[src/bapf_map.svh]
// bapf_map.svh : register offsets, field codes and timing counts for the beacon framer
`ifndef BAPF_MAP_SVH
`define BAPF_MAP_SVH

// register byte offsets
`define BAPF_REG_CTRL 8'h00
`define BAPF_REG_STATUS 8'h04
`define BAPF_REG_ADVCNT 8'h08
`define BAPF_REG_UPTIME 8'h0C

// control register fields
`define BAPF_CTRL_START 0
`define BAPF_CTRL_FMT_LO 1
`define BAPF_CTRL_FMT_HI 2
`define BAPF_CTRL_REBOOT 3
`define BAPF_CTRL_RST 2'h0

// status register fields
`define BAPF_STAT_BUSY 0
`define BAPF_STAT_IDX_LO 8
`define BAPF_STAT_IDX_HI 12

// flags structure
`define BAPF_FLAGS_LEN 8'h02
`define BAPF_FLAGS_TYPE 8'h01
`define BAPF_FLAGS_VAL 8'h06
`define BAPF_FLAG_GEN_DISC 1
`define BAPF_FLAG_NO_BREDR 2

// structure types and lengths
`define BAPF_UUID_LIST_LEN 8'h03
`define BAPF_UUID_LIST_TYPE 8'h03
`define BAPF_SVC_DATA_TYPE 8'h16
`define BAPF_UID_SD_LEN 8'h17
`define BAPF_UID_FRAME 8'h00
`define BAPF_TLM_SD_LEN 8'h10
`define BAPF_TLM_FRAME 8'h20
`define BAPF_TLM_VERSION 8'h00
`define BAPF_RSVD_BYTE 8'h00
`define BAPF_MFR_TYPE 8'hFF
`define BAPF_MFR_LEN_MAX 8'h1B
`define BAPF_MFR_LEN_MIN 8'h03

// last byte index of each fixed-length layout
`define BAPF_PROP_LAST 5'h17
`define BAPF_UID_LAST 5'h1E
`define BAPF_TLM_LAST 5'h18

// timing: clock period and uptime tick
`define BAPF_CLK_PERIOD_NS 4
`define BAPF_UPTIME_TICK_MS 1000
`define BAPF_UPTIME_TICK_CYC ((`BAPF_UPTIME_TICK_MS * 1000000) / `BAPF_CLK_PERIOD_NS)

`endif

[src/bapf_pkg.sv]
// bapf_pkg.sv : types shared by the beacon payload framer files
package bapf_pkg;

  // payload layout selection
  typedef enum logic [1:0] {
    BAPF_FMT_PROP = 2'h0,
    BAPF_FMT_UID = 2'h1,
    BAPF_FMT_TLM = 2'h2,
    BAPF_FMT_CUST = 2'h3
  } bapf_fmt_t;

  // framer sequencer states, one-hot
  typedef enum logic [1:0] {
    BAPF_ST_IDLE = 2'b01,
    BAPF_ST_SEND = 2'b10
  } bapf_state_t;

endpackage : bapf_pkg

[src/bapf_framer.sv]
// bapf_framer.sv : beacon advertising payload framer, byte stream toward the radio
//
// Functional notes
// every payload opens 0x02, 0x01, 0x06
// flags set discoverable and no classic bits
// uid/tlm carry uuid list and service data
// uid frame: length 0x17, type 0x00, power
// uid namespace bytes 13-22, instance 23-28
// uid bytes 29 and 30 sent zero
// uid power byte is 8-bit zero-metre value
// tlm frame: length 0x10, type 0x20, version 0x00
// tlm battery millivolts at bytes 13, 14
// tlm temperature at bytes 15, 16
// tlm pdu count follows temperature, reboot clears
// tlm ends with uptime, reboot clears
// tlm multi-byte fields most significant first
// custom: length at most 0x1B, type 0xFF
// custom company id at bytes 5, 6
// custom data bytes 7-30, at most 24
// proprietary: 128-bit id, two 16-bit, power
// bytes ascend, one per handshake, last flagged
// source holds fields stable through payload
//
// Decided for this implementation: the strobed register port and the address map.
`timescale 1ns/1ps
`include "bapf_map.svh"
module bapf_framer
  import bapf_pkg::*;
#(
  parameter logic [15:0] SVC_UUID = 16'h5A3C, // arbitrary value, set per product
  parameter int TICK_CYCLES = `BAPF_UPTIME_TICK_CYC
) (
  // clock and reset
  input wire logic clk_sys,
  input wire logic sys_rst,
  // register port
  input wire logic [7:0] reg_addr,
  input wire logic [31:0] reg_wdata,
  input wire logic reg_wr,
  input wire logic reg_rd,
  output logic [31:0] reg_rdata,
  // proprietary id fields
  input wire logic [127:0] prop_id,
  input wire logic [15:0] prop_val_a,
  input wire logic [15:0] prop_val_b,
  input wire logic [7:0] prop_tx_power,
  // unique-id fields
  input wire logic [7:0] uid_tx_power,
  input wire logic [79:0] uid_namespace,
  input wire logic [47:0] uid_instance,
  // telemetry fields
  input wire logic [15:0] battery_millivolts,
  input wire logic [15:0] tlm_temperature,
  // custom fields
  input wire logic [7:0] cust_len,
  input wire logic [15:0] cust_company,
  input wire logic [191:0] cust_data,
  // byte stream to the radio
  output logic tx_valid,
  input wire logic tx_ready,
  output logic [7:0] tx_data,
  output logic tx_last
);

  if (TICK_CYCLES < 1) begin : g_bad_tick
    $error("bapf_framer: TICK_CYCLES must be at least 1");
  end

  bapf_state_t state_ff; // sequencer state
  bapf_state_t nxt_state; // next sequencer state
  bapf_fmt_t fmt_cfg_ff; // layout chosen by software
  bapf_fmt_t fmt_ff; // layout of the payload in flight
  logic [4:0] idx_ff; // index of the byte on tx_data
  logic [7:0] data_ff; // byte presented to the radio
  logic [4:0] last_ff; // last index of the payload in flight
  logic [31:0] adv_snap_ff; // pdu tally frozen at payload start
  logic [31:0] upt_snap_ff; // uptime frozen at payload start
  logic [31:0] adv_pdu_count; // live pdu tally
  logic [31:0] uptime_count; // live uptime
  logic [31:0] rdata_ff; // registered read answer
  logic start_req; // software start strobe
  logic reboot_req; // software reboot strobe
  logic launch; // payload begins this cycle
  logic take; // radio accepts a byte this cycle
  logic done; // final byte accepted
  logic [7:0] cust_len_cl; // custom length clamped to its legal range

  // reboot and start are write-one pulses in the control word
  assign start_req = reg_wr && (reg_addr == `BAPF_REG_CTRL) && reg_wdata[`BAPF_CTRL_START];
  assign reboot_req = reg_wr && (reg_addr == `BAPF_REG_CTRL) && reg_wdata[`BAPF_CTRL_REBOOT];
  // a start while busy is dropped; the radio owns the payload until its end
  assign launch = start_req && (state_ff == BAPF_ST_IDLE);
  assign take = tx_valid && tx_ready;
  assign done = take && tx_last;

  // never announce more than 27 bytes, never fewer than type and company
  always_comb begin
    if (cust_len > `BAPF_MFR_LEN_MAX) begin
      cust_len_cl = `BAPF_MFR_LEN_MAX;
    end else if (cust_len < `BAPF_MFR_LEN_MIN) begin
      cust_len_cl = `BAPF_MFR_LEN_MIN;
    end else begin
      cust_len_cl = cust_len;
    end
  end

  // last index of a layout; used only at launch to load last_ff
  function automatic logic [4:0] last_index(input bapf_fmt_t f, input logic [7:0] clen);
    unique case (f)
      BAPF_FMT_PROP: last_index = `BAPF_PROP_LAST;
      BAPF_FMT_UID: last_index = `BAPF_UID_LAST;
      BAPF_FMT_TLM: last_index = `BAPF_TLM_LAST;
      BAPF_FMT_CUST: last_index = 5'(clen + 8'h03);
    endcase
  endfunction : last_index

  // pick byte k (0 = most significant) of a left-aligned field
  function automatic logic [7:0] msb_byte(input logic [191:0] v, input logic [4:0] k);
    logic [191:0] sh;
    sh = v << {k, 3'b000};
    msb_byte = sh[191:184];
  endfunction : msb_byte

  // payload byte at index i of layout f
  function automatic logic [7:0] frame_byte(input bapf_fmt_t f, input logic [4:0] i);
    logic [7:0] b;
    b = `BAPF_RSVD_BYTE;
    // common flags structure
    if (i == 5'd0) begin
      b = `BAPF_FLAGS_LEN;
    end else if (i == 5'd1) begin
      b = `BAPF_FLAGS_TYPE;
    end else if (i == 5'd2) begin
      // discoverable and no-classic bits
      b = `BAPF_FLAGS_VAL;
    end else begin
      unique case (f)
        // proprietary id, power last
        BAPF_FMT_PROP: begin
          if (i <= 5'd18) begin
            b = msb_byte({prop_id, 64'h0}, i - 5'd3);
          end else if (i <= 5'd20) begin
            b = msb_byte({prop_val_a, 176'h0}, i - 5'd19);
          end else if (i <= 5'd22) begin
            b = msb_byte({prop_val_b, 176'h0}, i - 5'd21);
          end else begin
            b = prop_tx_power;
          end
        end
        BAPF_FMT_UID, BAPF_FMT_TLM: begin
          // uuid list then service data header, uuid low byte first
          unique case (i)
            5'd3: b = `BAPF_UUID_LIST_LEN;
            5'd4: b = `BAPF_UUID_LIST_TYPE;
            5'd5: b = SVC_UUID[7:0];
            5'd6: b = SVC_UUID[15:8];
            // service-data length per frame
            5'd7: b = (f == BAPF_FMT_UID) ? `BAPF_UID_SD_LEN : `BAPF_TLM_SD_LEN;
            5'd8: b = `BAPF_SVC_DATA_TYPE;
            5'd9: b = SVC_UUID[7:0];
            5'd10: b = SVC_UUID[15:8];
            5'd11: b = (f == BAPF_FMT_UID) ? `BAPF_UID_FRAME : `BAPF_TLM_FRAME;
            // zero-metre power, else version
            5'd12: b = (f == BAPF_FMT_UID) ? uid_tx_power : `BAPF_TLM_VERSION;
            default: begin
              if (f == BAPF_FMT_UID) begin
                // namespace then instance; trailer zero
                if (i <= 5'd22) begin
                  b = msb_byte({uid_namespace, 112'h0}, i - 5'd13);
                end else if (i <= 5'd28) begin
                  b = msb_byte({uid_instance, 144'h0}, i - 5'd23);
                end else begin
                  b = `BAPF_RSVD_BYTE;
                end
              end else begin
                // big-endian telemetry
                if (i <= 5'd14) begin
                  b = msb_byte({battery_millivolts, 176'h0}, i - 5'd13);
                end else if (i <= 5'd16) begin
                  b = msb_byte({tlm_temperature, 176'h0}, i - 5'd15);
                end else if (i <= 5'd20) begin
                  b = msb_byte({adv_snap_ff, 160'h0}, i - 5'd17);
                end else begin
                  b = msb_byte({upt_snap_ff, 160'h0}, i - 5'd21);
                end
              end
            end
          endcase
        end
        BAPF_FMT_CUST: begin
          // manufacturer structure
          if (i == 5'd3) begin
            b = cust_len_cl;
          end else if (i == 5'd4) begin
            b = `BAPF_MFR_TYPE;
          end else if (i <= 5'd6) begin
            b = msb_byte({cust_company, 176'h0}, i - 5'd5);
          end else begin
            b = msb_byte(cust_data, i - 5'd7);
          end
        end
      endcase
    end
    frame_byte = b;
  endfunction : frame_byte

  // sequencer next state
  always_comb begin
    nxt_state = state_ff;
    unique case (state_ff)
      BAPF_ST_IDLE: if (launch) nxt_state = BAPF_ST_SEND;
      BAPF_ST_SEND: if (done) nxt_state = BAPF_ST_IDLE;
      default: nxt_state = BAPF_ST_IDLE;
    endcase
  end

  // sequencer state
  always_ff @(posedge clk_sys) begin
    if (sys_rst) begin
      state_ff <= BAPF_ST_IDLE;
    end else begin
      state_ff <= nxt_state;
    end
  end

  // layout selection written by software
  always_ff @(posedge clk_sys) begin
    if (sys_rst) begin
      fmt_cfg_ff <= bapf_fmt_t'(`BAPF_CTRL_RST);
    end else if (reg_wr && (reg_addr == `BAPF_REG_CTRL)) begin
      fmt_cfg_ff <= bapf_fmt_t'(reg_wdata[`BAPF_CTRL_FMT_HI:`BAPF_CTRL_FMT_LO]);
    end
  end

  // layout, length and counter snapshot frozen for the whole payload
  always_ff @(posedge clk_sys) begin
    if (sys_rst) begin
      fmt_ff <= BAPF_FMT_PROP;
      last_ff <= 5'h0;
      adv_snap_ff <= 32'h0;
      upt_snap_ff <= 32'h0;
    end else if (launch) begin
      fmt_ff <= fmt_cfg_ff;
      last_ff <= last_index(fmt_cfg_ff, cust_len_cl);
      adv_snap_ff <= adv_pdu_count;
      upt_snap_ff <= uptime_count;
    end
  end

  // index advances one per accepted byte before the last, from zero
  always_ff @(posedge clk_sys) begin
    if (sys_rst || launch) begin
      idx_ff <= 5'h0;
    end else if (take && !tx_last) begin
      idx_ff <= idx_ff + 5'h1;
    end
  end

  // data register preloads the next byte on each acceptance
  always_ff @(posedge clk_sys) begin
    if (sys_rst) begin
      data_ff <= 8'h00;
    end else if (launch) begin
      data_ff <= frame_byte(fmt_cfg_ff, 5'h0);
    end else if (take && !tx_last) begin
      data_ff <= frame_byte(fmt_ff, idx_ff + 5'h1);
    end
  end

  assign tx_valid = (state_ff == BAPF_ST_SEND);
  assign tx_data = data_ff;
  // last byte flagged
  assign tx_last = tx_valid && (idx_ff == last_ff);

  // tally counts each payload handed over whole, except one whose last byte is taken in the cycle of a reboot
  bapf_tlm_cnt #(
    .TICK_CYCLES(TICK_CYCLES)
  ) u_cnt (
    .clk_sys(clk_sys),
    .sys_rst(sys_rst),
    .reboot_clr(reboot_req),
    .pdu_done(done),
    .adv_pdu_count_ff(adv_pdu_count),
    .uptime_count_ff(uptime_count)
  );

  // read answer stands only in the cycle after the strobe
  always_ff @(posedge clk_sys) begin
    if (sys_rst || !reg_rd) begin
      rdata_ff <= 32'h0;
    end else begin
      unique case (reg_addr)
        `BAPF_REG_CTRL: rdata_ff <= {29'h0, fmt_cfg_ff, 1'b0};
        `BAPF_REG_STATUS: rdata_ff <= {19'h0, idx_ff, 7'h0, tx_valid};
        `BAPF_REG_ADVCNT: rdata_ff <= adv_pdu_count;
        `BAPF_REG_UPTIME: rdata_ff <= uptime_count;
        default: rdata_ff <= 32'h0;
      endcase
    end
  end
  assign reg_rdata = rdata_ff;
endmodule : bapf_framer

[src/bapf_tlm_cnt.sv]
// bapf_tlm_cnt.sv : advertising pdu tally and uptime counter for the telemetry frame
`timescale 1ns/1ps
`include "bapf_map.svh"
module bapf_tlm_cnt #(
  parameter int TICK_CYCLES = `BAPF_UPTIME_TICK_CYC
) (
  // clock and reset
  input wire logic clk_sys,
  input wire logic sys_rst,
  // events
  input wire logic reboot_clr,
  input wire logic pdu_done,
  // counts
  output logic [31:0] adv_pdu_count_ff,
  output logic [31:0] uptime_count_ff
);

  // refuse a tick period the prescaler cannot count
  if (TICK_CYCLES < 1) begin : g_bad_tick
    $error("bapf_tlm_cnt: TICK_CYCLES must be at least 1");
  end

  logic [31:0] presc_ff; // cycles within the current uptime tick
  logic tick; // one uptime unit elapsed

  assign tick = (presc_ff == 32'(TICK_CYCLES - 1));

  // prescaler restarts on reboot so the first tick is a full period
  always_ff @(posedge clk_sys) begin
    if (sys_rst || reboot_clr || tick) begin
      presc_ff <= 32'h0;
    end else begin
      presc_ff <= presc_ff + 32'h1;
    end
  end

  // pdu tally, cleared by reset or reboot
  always_ff @(posedge clk_sys) begin
    if (sys_rst || reboot_clr) begin
      adv_pdu_count_ff <= 32'h0;
    end else if (pdu_done) begin
      adv_pdu_count_ff <= adv_pdu_count_ff + 32'h1;
    end
  end

  // uptime, cleared by reset or reboot
  always_ff @(posedge clk_sys) begin
    if (sys_rst || reboot_clr) begin
      uptime_count_ff <= 32'h0;
    end else if (tick) begin
      uptime_count_ff <= uptime_count_ff + 32'h1;
    end
  end

endmodule : bapf_tlm_cnt

[config.mk]
export PLATFORM = sky130hd
export DESIGN_NAME = bapf_framer
export DESIGN_NICKNAME = d
export VERILOG_FILES = /design/src/bapf_pkg.sv /design/src/bapf_framer.sv /design/src/bapf_tlm_cnt.sv
export VERILOG_INCLUDE_DIRS = /design/src
export SDC_FILE = /design/constraint.sdc
export NUM_CORES = 1
export LEC_CHECK = 0
export ABC_AREA = 1
export BUFFER_PORTS_ARGS = -buffer_cell sky130_fd_sc_hd__buf_2
export CAP_MARGIN = 5
export CORE_AREA = 3 3 244 246
export CTS_CLUSTER_DIAMETER = 120
export DETAILED_ROUTE_END_ITERATION = 8
export DIE_AREA = 0 0 247 249
export SETUP_SLACK_MARGIN = 0.15
export SYNTH_ARGS = -nofsm -noshare
export SYNTH_HDL_FRONTEND = slang
export SYNTH_SLANG_ARGS = --single-unit
[constraint.sdc]
create_clock -name clk_sys -period 3.5 [get_ports clk_sys]
set_input_delay 0.7 -clock clk_sys [delete_from_list [all_inputs] [get_ports clk_sys]]
set_output_delay 0.7 -clock clk_sys [all_outputs]
set_load 0.005 [all_outputs]
Word-level counts from Yosys, hierarchy flattened
Cells that the tools add are included.
- register bits after elaboration: 216
- input port bits: 597
- output and inout bits: 42
- word-level logic and storage cells: 128
- add/sub/neg operators: 14
- order comparisons: 9
- equal/unequal tests: 27
- shift-type cells: 11
- muxes and demuxes: 29
- reduce and logical (&&, ||, !) cells: 25
- operators with widths (operator ; number):
    << shifter 192 x 8 -> 192 bit ; 11
    2-to-1 mux 8 bit ; 18
    one-hot mux 32 bit (4 select lines) ; 1
    adder 32 x 1 -> 32 bit, second input constant ; 3
    one-hot mux 8 bit (7 select lines) ; 1
    == test 32 x 28 -> 1 bit, second input constant ; 1
    == test 5 x 4 -> 1 bit, second input constant ; 5
    <= comparator 5 bit, second input constant ; 5
    one-hot mux 8 bit (3 select lines) ; 1
    == test 5 x 3 -> 1 bit, second input constant ; 4
    one-hot mux 5 bit (4 select lines) ; 1
    subtractor 5 bit, second input constant ; 4
    == test 8 x 4 -> 1 bit, second input constant ; 2
    == test 2 bit, second input constant ; 5
    == test 5 x 2 -> 1 bit, second input constant ; 2
    OR reduction 2 bit ; 5
    subtractor 5 x 3 -> 5 bit, second input constant ; 2
    subtractor 5 x 4 -> 5 bit, second input constant ; 2
    == test 8 x 3 -> 1 bit, second input constant ; 1
    greater-than comparator 8 x 5 -> 1 bit, second input constant ; 1
    logical AND 1 bit ; 8
    logical NOT 8 bit ; 1
    < comparator 8 x 2 -> 1 bit, second input constant ; 1
    2-to-1 mux 2 bit ; 4
    19 further kinds ; 26

Logic depth before layout (Yosys ltp)
Gate-level depths: netlist (run 1).
- depth after elaboration: 14
- mapped depth: 26

Hierarchy
Synthesis (run 1) repeated with hierarchy kept, for this count alone.
- cells, all modules: 3071
- area, all modules: 17399.2 um^2
- by module, submodules not included (module ; instances ; cells each ; area each (um^2) ; sequential area each (um^2)):
    bapf_framer ; 1 ; 2197 ; 11994.0 ; 2402.3
    bapf_tlm_cnt ; 1 ; 874 ; 5405.2 ; 1921.8

Worst setup path after synthesis (run 1)
OpenSTA, ideal clock, no wires.
- path kind: register -> register
- start point: register idx_ff[0]
- end point: register data_ff[3] (netlist: tx_data[3])
- arrival time: 3.002 ns
- data required time: 3.430 ns
- path slack: 0.429 ns
- stages on the path, launching flop included: 19
- buffers on the path: 4
- clock period less this slack: 3.071 ns
- path through: dfxtp_1 > inv_2 > buf_2 > buf_2 > buf_2 > buf_1 > ha_1 > inv_1 > nor2_1 > nor2_2 > xnor2_4 > inv_2 > nor2_2 > nand2_1 > o31ai_1 > nor2_1 > nor2_1 > nand2_1 > a21oi_1
- word-level cells in the longest chain between the ends: 12
- RTL lines (what ; RTL line ; RTL):
    from (decl) ; bapf_framer.sv:73 ; logic [4:0] idx_ff;
    from (signal assigned) ; bapf_framer.sv:255 ; idx_ff <= idx_ff + 5'h1;
    adder 5 x 1 -> 5 bit ; bapf_framer.sv:266 ; data_ff <= frame_byte(fmt_ff, idx_ff + 5'h1);
    subtractor 5 bit (on tied branches) ; bapf_framer.sv:145, bapf_framer.sv:184, bapf_framer.sv:182 ;
    << shifter 192 x 8 -> 192 bit ; bapf_framer.sv:120 ; sh = v << {k, 3'b000};
    2-to-1 mux 8 bit ; bapf_framer.sv:181 ; end else if (i <= 5'd20) begin
    2-to-1 mux 8 bit ; bapf_framer.sv:179 ; end else if (i <= 5'd16) begin
    2-to-1 mux 8 bit ; bapf_framer.sv:177 ; if (i <= 5'd14) begin
    2-to-1 mux 8 bit ; bapf_framer.sv:166 ; if (f == BAPF_FMT_UID) begin
    one-hot mux 8 bit (7 select lines) ; bapf_framer.sv:152 ; unique case (i)
    one-hot mux 8 bit (3 select lines) ; bapf_framer.sv:137 ; unique case (f)
    2-to-1 mux 8 bit ; bapf_framer.sv:133 ; end else if (i == 5'd2) begin
    2-to-1 mux 8 bit ; bapf_framer.sv:131 ; end else if (i == 5'd1) begin
    2-to-1 mux 8 bit ; bapf_framer.sv:129 ; if (i == 5'd0) begin
    to (signal assigned) ; bapf_framer.sv:264 ; data_ff <= frame_byte(fmt_cfg_ff, 5'h0);
    to (signal assigned) ; bapf_framer.sv:266 ;
    to (decl) ; bapf_framer.sv:74 ; logic [7:0] data_ff;
Parallel ways exist; a longest one is shown, timed or not.
A chain may end at the register's enable or synchronous reset.

Final worst setup path (run 1)
- start point: register idx_ff[1]
- end point: register data_ff[1] (netlist: tx_data[1])
- word-level cells in the longest chain between the ends: 14
- RTL lines (what ; RTL line ; RTL):
    adder 5 x 1 -> 5 bit ; bapf_framer.sv:266 ;
    subtractor 5 bit (on tied branches) ; bapf_framer.sv:145, bapf_framer.sv:184, bapf_framer.sv:182 ;
    << shifter 192 x 8 -> 192 bit ; bapf_framer.sv:120 ;
    2-to-1 mux 8 bit ; bapf_framer.sv:181 ;
    2-to-1 mux 8 bit ; bapf_framer.sv:179 ;
    2-to-1 mux 8 bit ; bapf_framer.sv:177 ;
    2-to-1 mux 8 bit ; bapf_framer.sv:166 ;
    one-hot mux 8 bit (7 select lines) ; bapf_framer.sv:152 ;
    one-hot mux 8 bit (3 select lines) ; bapf_framer.sv:137 ;
    2-to-1 mux 8 bit ; bapf_framer.sv:133 ;
    2-to-1 mux 8 bit ; bapf_framer.sv:131 ;
    2-to-1 mux 8 bit ; bapf_framer.sv:129 ;
    2-to-1 mux 2 bit ; bapf_framer.sv:265 ; end else if (take && !tx_last) begin
    2-to-1 mux 2 bit ; bapf_framer.sv:263 ; end else if (launch) begin
Parallel ways exist; a longest one is shown, timed or not. The select of a mux whose other input is x is not followed.

==> summary.md, run 1 <==
| Metric | Value |
|---|---|
| Cell count of the worst hold path | 3 |
| Pre-CTS WS | 0.392 ns |
| H-tree depth reported by CTS | 1 |
| Input/output buffers | 610 |
| Root buffer cell | clkbuf_16 |
| Clk slew on worst S/H paths | ~0.060 ns |
| GR Layer Usage met2 | 0.440 |
| Register area share after synthesis | 0.256 |
| Top cells by area, synth | dfxtp_1 26%, nand2_1 20%, o21ai_0 8.9% |
| Via density | between 5 and 6 |
| FFs w/ async S/R, synth | 0 |
| Final Wtd Congestion | roughly 0.96 |
| Synthesized instance count | 2970 |
| Synth-to-layout area growth | 29.3% |
| Count leader, synth | nand2_1 |
| Worst Hold Margin | 0.423 ns |
| CP endpoint | tx_data[1] |
| Final clock skew | ~0.031 ns |
| Unrepaired setup endpoints after global routing | no |
| Synth Register Bits | 216 |
| PD cells | 274 nW/um2 |
| Filler cells | around 6500 |
| # rows | 88 |
| Mapped Nets | about 3600 |
| Worst Max-Slew Pin Slew | between 0.8 and 0.9 ns |
| Final Critical Period | 3.13 ns |
| DRT Wirelength | ~85 mm |
| Syn. warnings | 0 |
| Layout Nets | 4121 |
| Worst-Skew Late Latency | ~0.56 ns |
| Post-DP HPWL | slightly below 70 mm |
| Synth area leader | dfxtp_1 |
| Req. time, crit path | 3.99 ns |
| Final hold violation count | 0 |
| Combinational share of power | 0.101 |
| Main synth FF type | dfxtp_1 |
| Internal power | 4.55 mW |
| Sequential Power Share | 0.412 |
| Pins over their slew limit | 0 |
| Clock power share | 0.487 |
| TNS Setup | 0 ns |
| CP endpoint kind | flip-flop |
| Tot GR Track Use | 0.258 |
| Syn avg cell area | 5.68 um2 |
| Layout cells sized above 1 | 0.227 |
| Mapped Area | 16900 um2 |
| Inst Count DP | 4250 |
| Cts hold-fix bufs | 0 |
| Vias post-DR | 21900 |
| Final Non-Filler Cells | 4309 |
| Starting Density | 0.293 |
| Library cells used by synthesis | 53 |
| Core region area | roughly 58000 um2 |
| Vias in the first global route | 20100 |
| Most used routing layer | met2 |
| DR WL/cell | approximately 20 um |
| Sw frac | 0.239 |
| TritonCTS clock tree | built |
| CP Launch Type | flip-flop |
| Worst R2R Setup Slack | 0.37 ns |
| Die H | 249 um |
| Final worst slack | 0.373 ns |
| DIE WIDTH | approximately 250 um |
| CP Class | flip-flop to flip-flop |
| Clk sinks | 216 |
| Worst hold path class | input pin to flip-flop |
| Critical R2R Launch | idx_ff[1] |
| Clock Path Buffers | 3 |
| Residual DRC count | 0 |
| Global-route wire length before repair | 123 mm |
| Antenna violations before repair | 12 |
| Global route overflow | 0 |
| Max_cap viols | 0 |
| Synth cell count leaders | 909 x nand2_1, 371 x nor2_1, 301 x o21ai_0 |
| Post-DRT Antenna Nets | 0 |
| Setup violators final | 0 |
| Io pins | 639 |
| Iteration-0 DRC Markers | 1839 |
| Status | completed |
| CTS Buf Count | 26 |
| GR Layer Usage met3 | 0.0335 |
| Fmax | 320 MHz |
| Largest net degree at the start of global routing | roughly 170 |
| Worst Reg-to-Reg Cells | 20 |
| Critical path arrival | 3.62 ns |
| Worst Path Max Fanout | 9 |
| GR met1 Demand/Resource | 0.338 |
| Slew headroom | 0.430 |
| Setup crit start | idx_ff[1] |
| Worst vdd ir | 334 uV |
| Final cycle utilization of the critical path | 0.893 |
| Leak | 10.1 nW |
| Die area | 61500 um2 |
| TritonRoute pass-1 iters | 6 |
| Share of the synthesized area in the top cell type | 0.256 |
| Reg2reg end | tx_data[1] |
| Net Switching | between 1 and 1.5 mW |
| Post-synth EDFFs | 0 |
==> flip-flops by register name (all words and copies together), names as in the netlist, 8 cells and up <==
| register | cells |
|---|---|
| adv_snap_ff | 32 |
| reg_rdata | 32 |
| u_cnt.adv_pdu_count_ff | 32 |
| u_cnt.presc_ff | 32 |
| u_cnt.uptime_count_ff | 32 |
| upt_snap_ff | 32 |
| tx_data | 8 |
==> per-layer routing <==
metal  vias up  wire length (um)
met5         -                13
met4         2              2320
met3       108              6150
met2       927             40300
met1     10000             35800
li1      10800                 -
==> through the flow <==
stage | total power, mW | util | instance area, um2
6_report | 5.98 | 0.379 | 21800
5_1_grt | 6.17 | 0.379 | 21800
4_1_cts | 6.01 | 0.378 | 21800
3_5_place_dp | 3.12 | 0.362 | 20900
3_3_place_gp | 3.11 | 0.362 | 20900
2_1_floorplan | 2.70 | - | 16900
==> area by class of cell <==
cell class | instances | area (um2) | area share
timing repair buffer | 681 | 3700 | 0.169
clock buffer | 35 | 734 | 0.0337
tap | 765 | 957 | 0.0439
clock inverter | 13 | 191 | 0.00877
sequential | 216 | 4330 | 0.198
inverter | 224 | 848 | 0.0389
multi-input combinational | 2364 | 11000 | 0.506
antenna | 11 | 27.5 | 0.00126
==> placed cells by master, fill, tap and decap left out, drive strengths merged, types with 8 or more instances in the layout <==
cell	n
nor3	64
o21ai	307
ha	11
o22ai	35
clkbuf	35
o31ai	11
diode	11
buf	681
mux2i	15
inv	226
nor2	384
a21oi	231
nand2	925
nand4	38
or2	18
dfxtp	216
xnor2	8
nand3	215
nor4	26
xor2	31
o211ai	8
==> critical path, stage by stage (launching register included) <==
cell and delay [ns]:
dfxtp_1 0.44, inv_1 0.20, ha_1 0.33, inv_1 0.08, nor2_1 0.05, buf_4 0.14
nand2_1 0.12, nand2_2 0.16, nand2_4 0.20, inv_2 0.10, a21oi_2 0.27, nand3_1 0.19
nand2_1 0.13, nand2_1 0.06, nand3_1 0.11, nand2_1 0.07, nand2_1 0.06, nand2_1 0.04
nand2_1 0.06, nand2_1 0.11, a21oi_1 0.14
==> timing repair <==
item                       CTS  global route
resized for setup            0             2
setup buffers                0             0
setup endpoints to repair    0             2
==> cells by family after synthesis <==
group / Yosys count / synth area share
and+or+nand+nor: 1678 / 0.416
xor gates and xnor gates: 39 / 0.0218
buffers and inverters: 390 / 0.0940
AOI/OAI and AO/OA: 621 / 0.195
muxes: 15 / 0.00889
DFF: 216 / 0.256
adders and majority gates: 11 / 0.00815
==> how the worst min path moves through the flow <==
stage / start / endpoint / slack (ns)
floorplan: u_cnt.presc_ff[0] / u_cnt.presc_ff[0] / 0.42
global placement: u_cnt.presc_ff[0] / u_cnt.presc_ff[0] / 0.43
detailed placement: upt_snap_ff[26] / upt_snap_ff[26] / 0.44
CTS: reg_wdata[2] / fmt_cfg_ff[1] / 0.40
global route: reg_wdata[2] / fmt_cfg_ff[1] / 0.43
finish: reg_wdata[2] / fmt_cfg_ff[1] / 0.42
==> power by group through the flow <==
stage | Clock [mW] | Combinational [mW] | Sequential, mW
4_1_cts | 2.95 | 0.603 | 2.46
3_5_place_dp | 0 | 0.599 | 2.52
5_1_grt | 3.04 | 0.666 | 2.46
6_report | 2.91 | 0.605 | 2.46
2_1_floorplan | 0 | 0.182 | 2.52
3_3_place_gp | 0 | 0.595 | 2.52
(Power assumes the default switching activity.)
==> run 2: changes to the inputs <==
- SETUP_SLACK_MARGIN: 0.15 -> 0.4
==> run 2 against run 1 <==
Critical path depth is 2 lower. Clock power hardly changed. Global-route usage stayed put. Worst setup slack improved by 0.12 ns. Sequential power barely moved. Count of clock-buffer cells in the layout unchanged. Critical path type unchanged. Highest routed layer unchanged.
==> summary.md, run 2 (same netlist as run 1, synthesis figures left out) <==
| Metric | Value |
|---|---|
| Status | completed |
| Leading cell types in the layout, fill and taps excluded | 902 x nand2_1, 610 x buf_2, 365 x nor2_1 |
| Final Non-Filler Cells | 4316 |
| CP Class | flip-flop to flip-flop |
| CTS Buf Count | 26 |
| Fmax | 333 MHz |
| TritonRoute pass-1 iters | 7 |
| Final cycle utilization of the critical path | 0.859 |
| Final clock skew | 0.0321 ns |
| Layout cells sized above 1 | 0.233 |
| Filler cells | roughly 6500 |
| TNS Setup | 0 ns |
| DR WL/cell | 19.6 um |
| Starting Density | 0.293 |
| H-tree depth reported by CTS | 1 |
| Slew headroom | 0.466 |
| Die H | ~250 um |
| Cts hold-fix bufs | 0 |
| Post-DP HPWL | between 60 and 70 mm |
| Clock Path Buffers | 3 |
| Iteration-0 DRC Markers | around 1800 |
| Worst-Skew Late Latency | 0.56 ns |
| Vias post-DR | 21900 |
| Vias in the first global route | 20100 |
| Core region area | 57600 um2 |
| Slowest library cell on the worst path | dfxtp_1 |
| Die area | just over 60000 um2 |
| Critical path arrival | 3.46 ns |
| Flip-flop and latch area | ~4300 um2 |
| Leak | 10.1 nW |
| Residual DRC count | 0 |
| Antenna violations before repair | 12 |
| Req. time, crit path | 3.95 ns |
| Most used cell, CP | nand2_1 |
| Worst vdd ir | 335 uV |
| Layout Nets | ~4100 |
| Inst Count DP | 4250 |
| Pins over their slew limit | 0 |
| Global-route wire length before repair | between 100 and 150 mm |
| Final Critical Period | 3.01 ns |
| CP endpoint kind | flip-flop |
| CP Launch Type | flip-flop |
| Max_cap viols | 0 |
| Final Wtd Congestion | 0.955 |
| TritonCTS clock tree | built |
| Crit-path cells | buf_4 -> nand3_1 -> nand2_1 -> nand2_2 -> nand2_1 -> inv_2 -> nand2_1 -> nand2_1 -> nor2_2 -> nand3_2 -> inv_1 -> nand3_1 -> nand2_1 -> nand2_1 -> nand2_1 -> nand2_1 -> nand2_1 -> a21oi_1 |
| PD cells | about 270 nW/um2 |
| Synth-to-layout area growth | 30.2% |
| Io pins | 639 |
| Final hold violation count | 0 |
| Unrepaired setup endpoints after global routing | yes |
| Worst Path Max Fanout | 17 |
| Most common cell after layout, fill and taps aside | nand2_1 |
| Tot GR Track Use | 0.258 |
| Worst hold path class | input pin to flip-flop |
| Crit-path max cell delay | between 0.4 and 0.5 ns |
| Worst Max-Slew Pin Slew | 0.801 ns |
| Global route overflow | 0 |
| DIE WIDTH | 247 um |
| Via density | 5.08 |
| DRT Wirelength | ~85 mm |
| Clk slew on worst S/H paths | 0.06 ns |
| Root buffer cell | clkbuf_16 |
| Setup violators final | 0 |
| Input/output buffers | 610 |
| Post-DRT Antenna Nets | 0 |
| Largest net degree at the start of global routing | 169 |
| Clk sinks | between 200 and 250 |
| # rows | 88 |
| Area occupied by multi-input gates | around 11000 um2 |
==> run 2: changes by cell type in the layout (fill, tap and decap cells not counted), moves of 2 or more <==
cell	change
nor2_1	-4
ha_2	+2
nand2_4	+3
a21oi_1	-3
ha_1	-2
nand2_1	-5
buf_4	+2
nand2_2	+2
a21oi_2	+2
buf_6	+4
nor2_2	+3
==> run 2: report_power, final <==
part / leakage [nW] / switching (mW) / internal, mW
clock: 0.458 / 1.13 / 1.78
sequential: 1.74 / 0.00233 / 2.46
combinational: 7.94 / 0.296 / 0.309
==> run 2: cell type report <==
type	count	share of cell area
Antenna cell	12	0.00137
Clock buffer	35	0.0334
Tap cell	765	0.0435
Timing Repair Buffer	687	0.171
Sequential cell	216	0.197
Inverter	224	0.0388
Multi-Input combinational cell	2364	0.506
Clock inverter	13	0.00871
==> run 2: worst max-delay path, delay by kind of cell, from the launching register on <==
family | cells | cell delay, ns
and+or+nand+nor | 14 | 1.79
buffers and inverters | 3 | 0.57
DFF | 1 | 0.48
AOI/OAI and AO/OA | 1 | 0.06
==> run 2: per-stage QoR <==
step	hold slack (ns)	setup slack, ns	total power [mW]	util	instance area, um2
2_1_floorplan	0.418	0.429	2.70	-	16900
3_3_place_gp	0.431	0.412	3.11	0.362	20900
3_5_place_dp	0.437	0.392	3.12	0.362	20900
4_1_cts	0.401	0.408	6.01	0.378	21800
5_1_grt	0.426	0.293	6.17	0.382	22000
6_report	0.423	0.495	5.98	0.382	22000
==> run 2: final timing paths <==
check,endpoint,slack (ns),depth (start not counted),start
worst max-delay path,tx_data[0],0.49,18,idx_ff[2]
worst max register to register,tx_data[0],0.49,18,idx_ff[2]
worst min register to register,upt_snap_ff[26],0.45,2,upt_snap_ff[26]
worst min-delay path,fmt_cfg_ff[1],0.42,3,reg_wdata[2]
==> run 2: layer usage <==
layer | track usage | wire length, um
met1 | 0.338 | 35700
met2 | 0.440 | 40400
met3 | 0.0335 | 6250
met4 | 0.0790 | 2420
met5 | 0 | 13
==> run 2: timing repair <==
| action | 4_1_cts | 5_1_grt |
|---|---|---|
| gates resized for setup | 1 | 31 |
| setup buffers | 0 | 6 |
| pin swaps | 0 | 3 |
| setup endpoints to repair | 1 | 13 |
==> run 3: changes to the inputs <==
- ABC_AREA: 1 -> unset
- CORE_AREA: 3 3 244 246 -> 3 3 245 247
- DIE_AREA: 0 0 247 249 -> 0 0 248 250
==> run 3 against run 2 <==
Flip-flop and latch count did not move. Routed wire length up 1.1%. Worst hold slack better by 0.023 ns. Global-route usage increased by 0.41 points. Fmax decreased by 2.5%. Via count shrank 21%. Die area is 0.81% higher. Clock power fell by 8.6%. First-iteration DRC count fell by 1.3%. Design area down 4.6%. Core utilization is 1.9 points lower.
==> summary.md, run 3 <==
| Metric | Value |
|---|---|
| Status | completed |
| Syn. warnings | 0 |
| Share of the synthesized area in the top cell type | 0.280 |
| Worst R2R Setup Slack | approximately 0.42 ns |
| Die H | 250 um |
| Most used routing layer | met2 |
| GR met1 Demand/Resource | 0.343 |
| Critical R2R Launch | idx_ff[0] |
| Worst vdd ir | ~250 uV |
| TritonRoute pass-1 iters | 6 |
| Post-DP HPWL | 70.1 mm |
| Worst-Skew Late Latency | 0.56 ns |
| Unrepaired setup endpoints after global routing | yes |
| Core region area | 57800 um2 |
| Starting Density | 0.267 |
| Post-synth EDFFs | 0 |
| Synth Register Bits | 216 |
| Mapped Nets | 2362 |
| Largest net degree at the start of global routing | 75 |
| PD cells | 277 nW/um2 |
| Io pins | 639 |
| Antenna violations before repair | 24 |
| DIE WIDTH | 248 um |
| Crit-path max cell delay | 0.44 ns |
| H-tree depth reported by CTS | 1 |
| Critical path arrival | 3.59 ns |
| CP Launch Type | flip-flop |
| Top cells by area, synth | dfxtp_1 28%, mux4_2 18%, nand2_1 6.7% |
| Syn avg cell area | 8.80 um2 |
| Global route overflow | 0 |
| Input/output buffers | 610 |
| Layout Nets | 2995 |
| TritonCTS clock tree | built |
| Synth area leader | dfxtp_1 |
| CTS Buf Count | 26 |
| Setup crit start | idx_ff[0] |
| GR Layer Usage met2 | 0.448 |
| Pins over their slew limit | 0 |
| Final clock skew | between 0.03 and 0.04 ns |
| Die area | 62000 um2 |
| Clock Path Buffers | 3 |
| Req. time, crit path | 4.01 ns |
| Fmax | 325 MHz |
| Setup violators final | 0 |
| Tot GR Track Use | 0.262 |
| HP Start | reg_wdata[2] |
| Mapped Area | approximately 15000 um2 |
| Register area share after synthesis | 0.280 |
| Post-route cell area | 21000 um2 |
| Final Wtd Congestion | ~1 |
| Vias post-DR | 17200 |
| Library cells used by synthesis | 93 |
| Slew headroom | 0.351 |
| Most common cell after layout, fill and taps aside | buf_2 |
| # rows | 88 |
| CP Class | flip-flop to flip-flop |
| DP Area | 19700 um2 |
| Root buffer cell | clkbuf_16 |
| GR Layer Usage met3 | 0.0387 |
| FFs w/ async S/R, synth | 0 |
| Residual DRC count | 0 |
| Synthesized instance count | 1754 |
| Filler cells | between 5000 and 6000 |
| Worst Path Max Fanout | 8 |
| Worst hold path class | input pin to flip-flop |
| Synth-to-layout area growth | 35.8% |
| Synth cell count leaders | 277 x nand2_1, 216 x dfxtp_1, 173 x nor2_1 |
| CP endpoint kind | flip-flop |
| Vias in the first global route | roughly 17000 |
| Post-DRT Antenna Nets | 0 |
| DR WL/cell | 26.9 um |
| Leak | 8.44 nW |
| DRT Wirelength | 85.7 mm |
| Pwr Total | 5.80 mW |
| Final cycle utilization of the critical path | 0.880 |
| Main synth FF type | dfxtp_1 |
| Clk slew on worst S/H paths | 0.06 ns |
| Leading cell types in the layout, fill and taps excluded | 610 x buf_2, 275 x nand2_1, 212 x dfxtp_1 |
| Via density | around 5.4 |
| Layout cells sized above 1 | 0.410 |
| Max_cap viols | 0 |
| Slowest library cell on the worst path | a22oi_1 |
| Clk sinks | around 220 |
| Iteration-0 DRC Markers | 1815 |
| Count leader, synth | nand2_1 |
| Crit-path cells | inv_2 -> ha_4 -> buf_4 -> nand2b_1 -> a22oi_1 -> nand3_1 -> a2111oi_4 -> buf_4 -> a221o_1 -> o2bb2ai_1 -> a221oi_2 -> a21bo_1 |
| Worst Hold Margin | between 0.4 and 0.5 ns |
| Final hold violation count | 0 |
| TNS Setup | 0 ns |
| Worst Max-Slew Pin Slew | 0.971 ns |
| Global-route wire length before repair | 119 mm |
| Final Critical Period | 3.08 ns |
| Most used cell, CP | buf_4 |
## run 3: cell families (layout without fill, tap and decap cells)
kind of cell,after synthesis,after routing,share of synthesized area
AND/OR/NAND/NOR,706,707,0.214
other,0,15,0
buffers and inverters,159,809,0.0515
adder cells (fa/ha/maj),11,11,0.00891
XOR/XNOR,88,88,0.0508
AO/OA/AOI/OAI,346,346,0.146
multiplexers,228,228,0.249
flip-flops,216,216,0.280
## run 3: routing by layer
layer	share of wire	routed length, um	vias up
li1	-	-	7761
met2	0.49	41700	844
met3	0.079	6770	94
met1	0.41	34800	8545
met4	0.029	2480	0
met5	0	0	-
## run 3: path summary, 6_finish.rpt
kind / to / depth (start not counted)
max reg2reg: tx_data[3] / 12
min: fmt_cfg_ff[1] / 3
min reg2reg: upt_snap_ff[8] / 2
max: tx_data[3] / 12
## run 3: area by class of cell
cell class,count,area [um2],share of cell area
diodes,15,37.5,0.00179
clock buffers,32,713,0.0340
clock inverters,14,131,0.00627
inverters,29,113,0.00537
multi-input cells,1380,10500,0.502
flip-flops and latches,216,4330,0.207
well taps,765,957,0.0457
repair buffers,734,4150,0.198
## run 3: power by group
group	leakage (nW)	internal (mW)	total (mW)	switching (mW)
Sequential	1.74	2.46	2.46	0.00301
Combinational	6.28	0.354	0.681	0.328
Clock	0.421	1.53	2.66	1.13
Total	8.44	4.35	5.80	1.46
## run 3: worst max-delay path: cells and delay by family, from the launching register on
| kind | cells | cell delay [ns] |
|---|---|---|
| buf+inv | 3 | 0.47 |
| flops | 1 | 0.39 |
| compound gates | 6 | 1.55 |
| fa+ha+maj | 1 | 0.31 |
| simple gates | 2 | 0.32 |
## run 3: repair_timing
item                       CTS  global route
pin swaps                    5            10
gates resized for setup     21            30
gates cloned                 3             0
hold buffers                 0             0
setup endpoints to repair   11             9
buffers inserted            11             6
## run 3: per-stage QoR
step / setup slack (ns) / instances / utilization
finish: 0.419 / 3185 / 0.363
global route: 0.341 / 3178 / 0.362
CTS: 0.398 / 3164 / 0.359
detailed placement: 0.0354 / 3104 / 0.340
global placement: 0.0722 / 3104 / 0.340
floorplan: 0.371 / 1754 / -
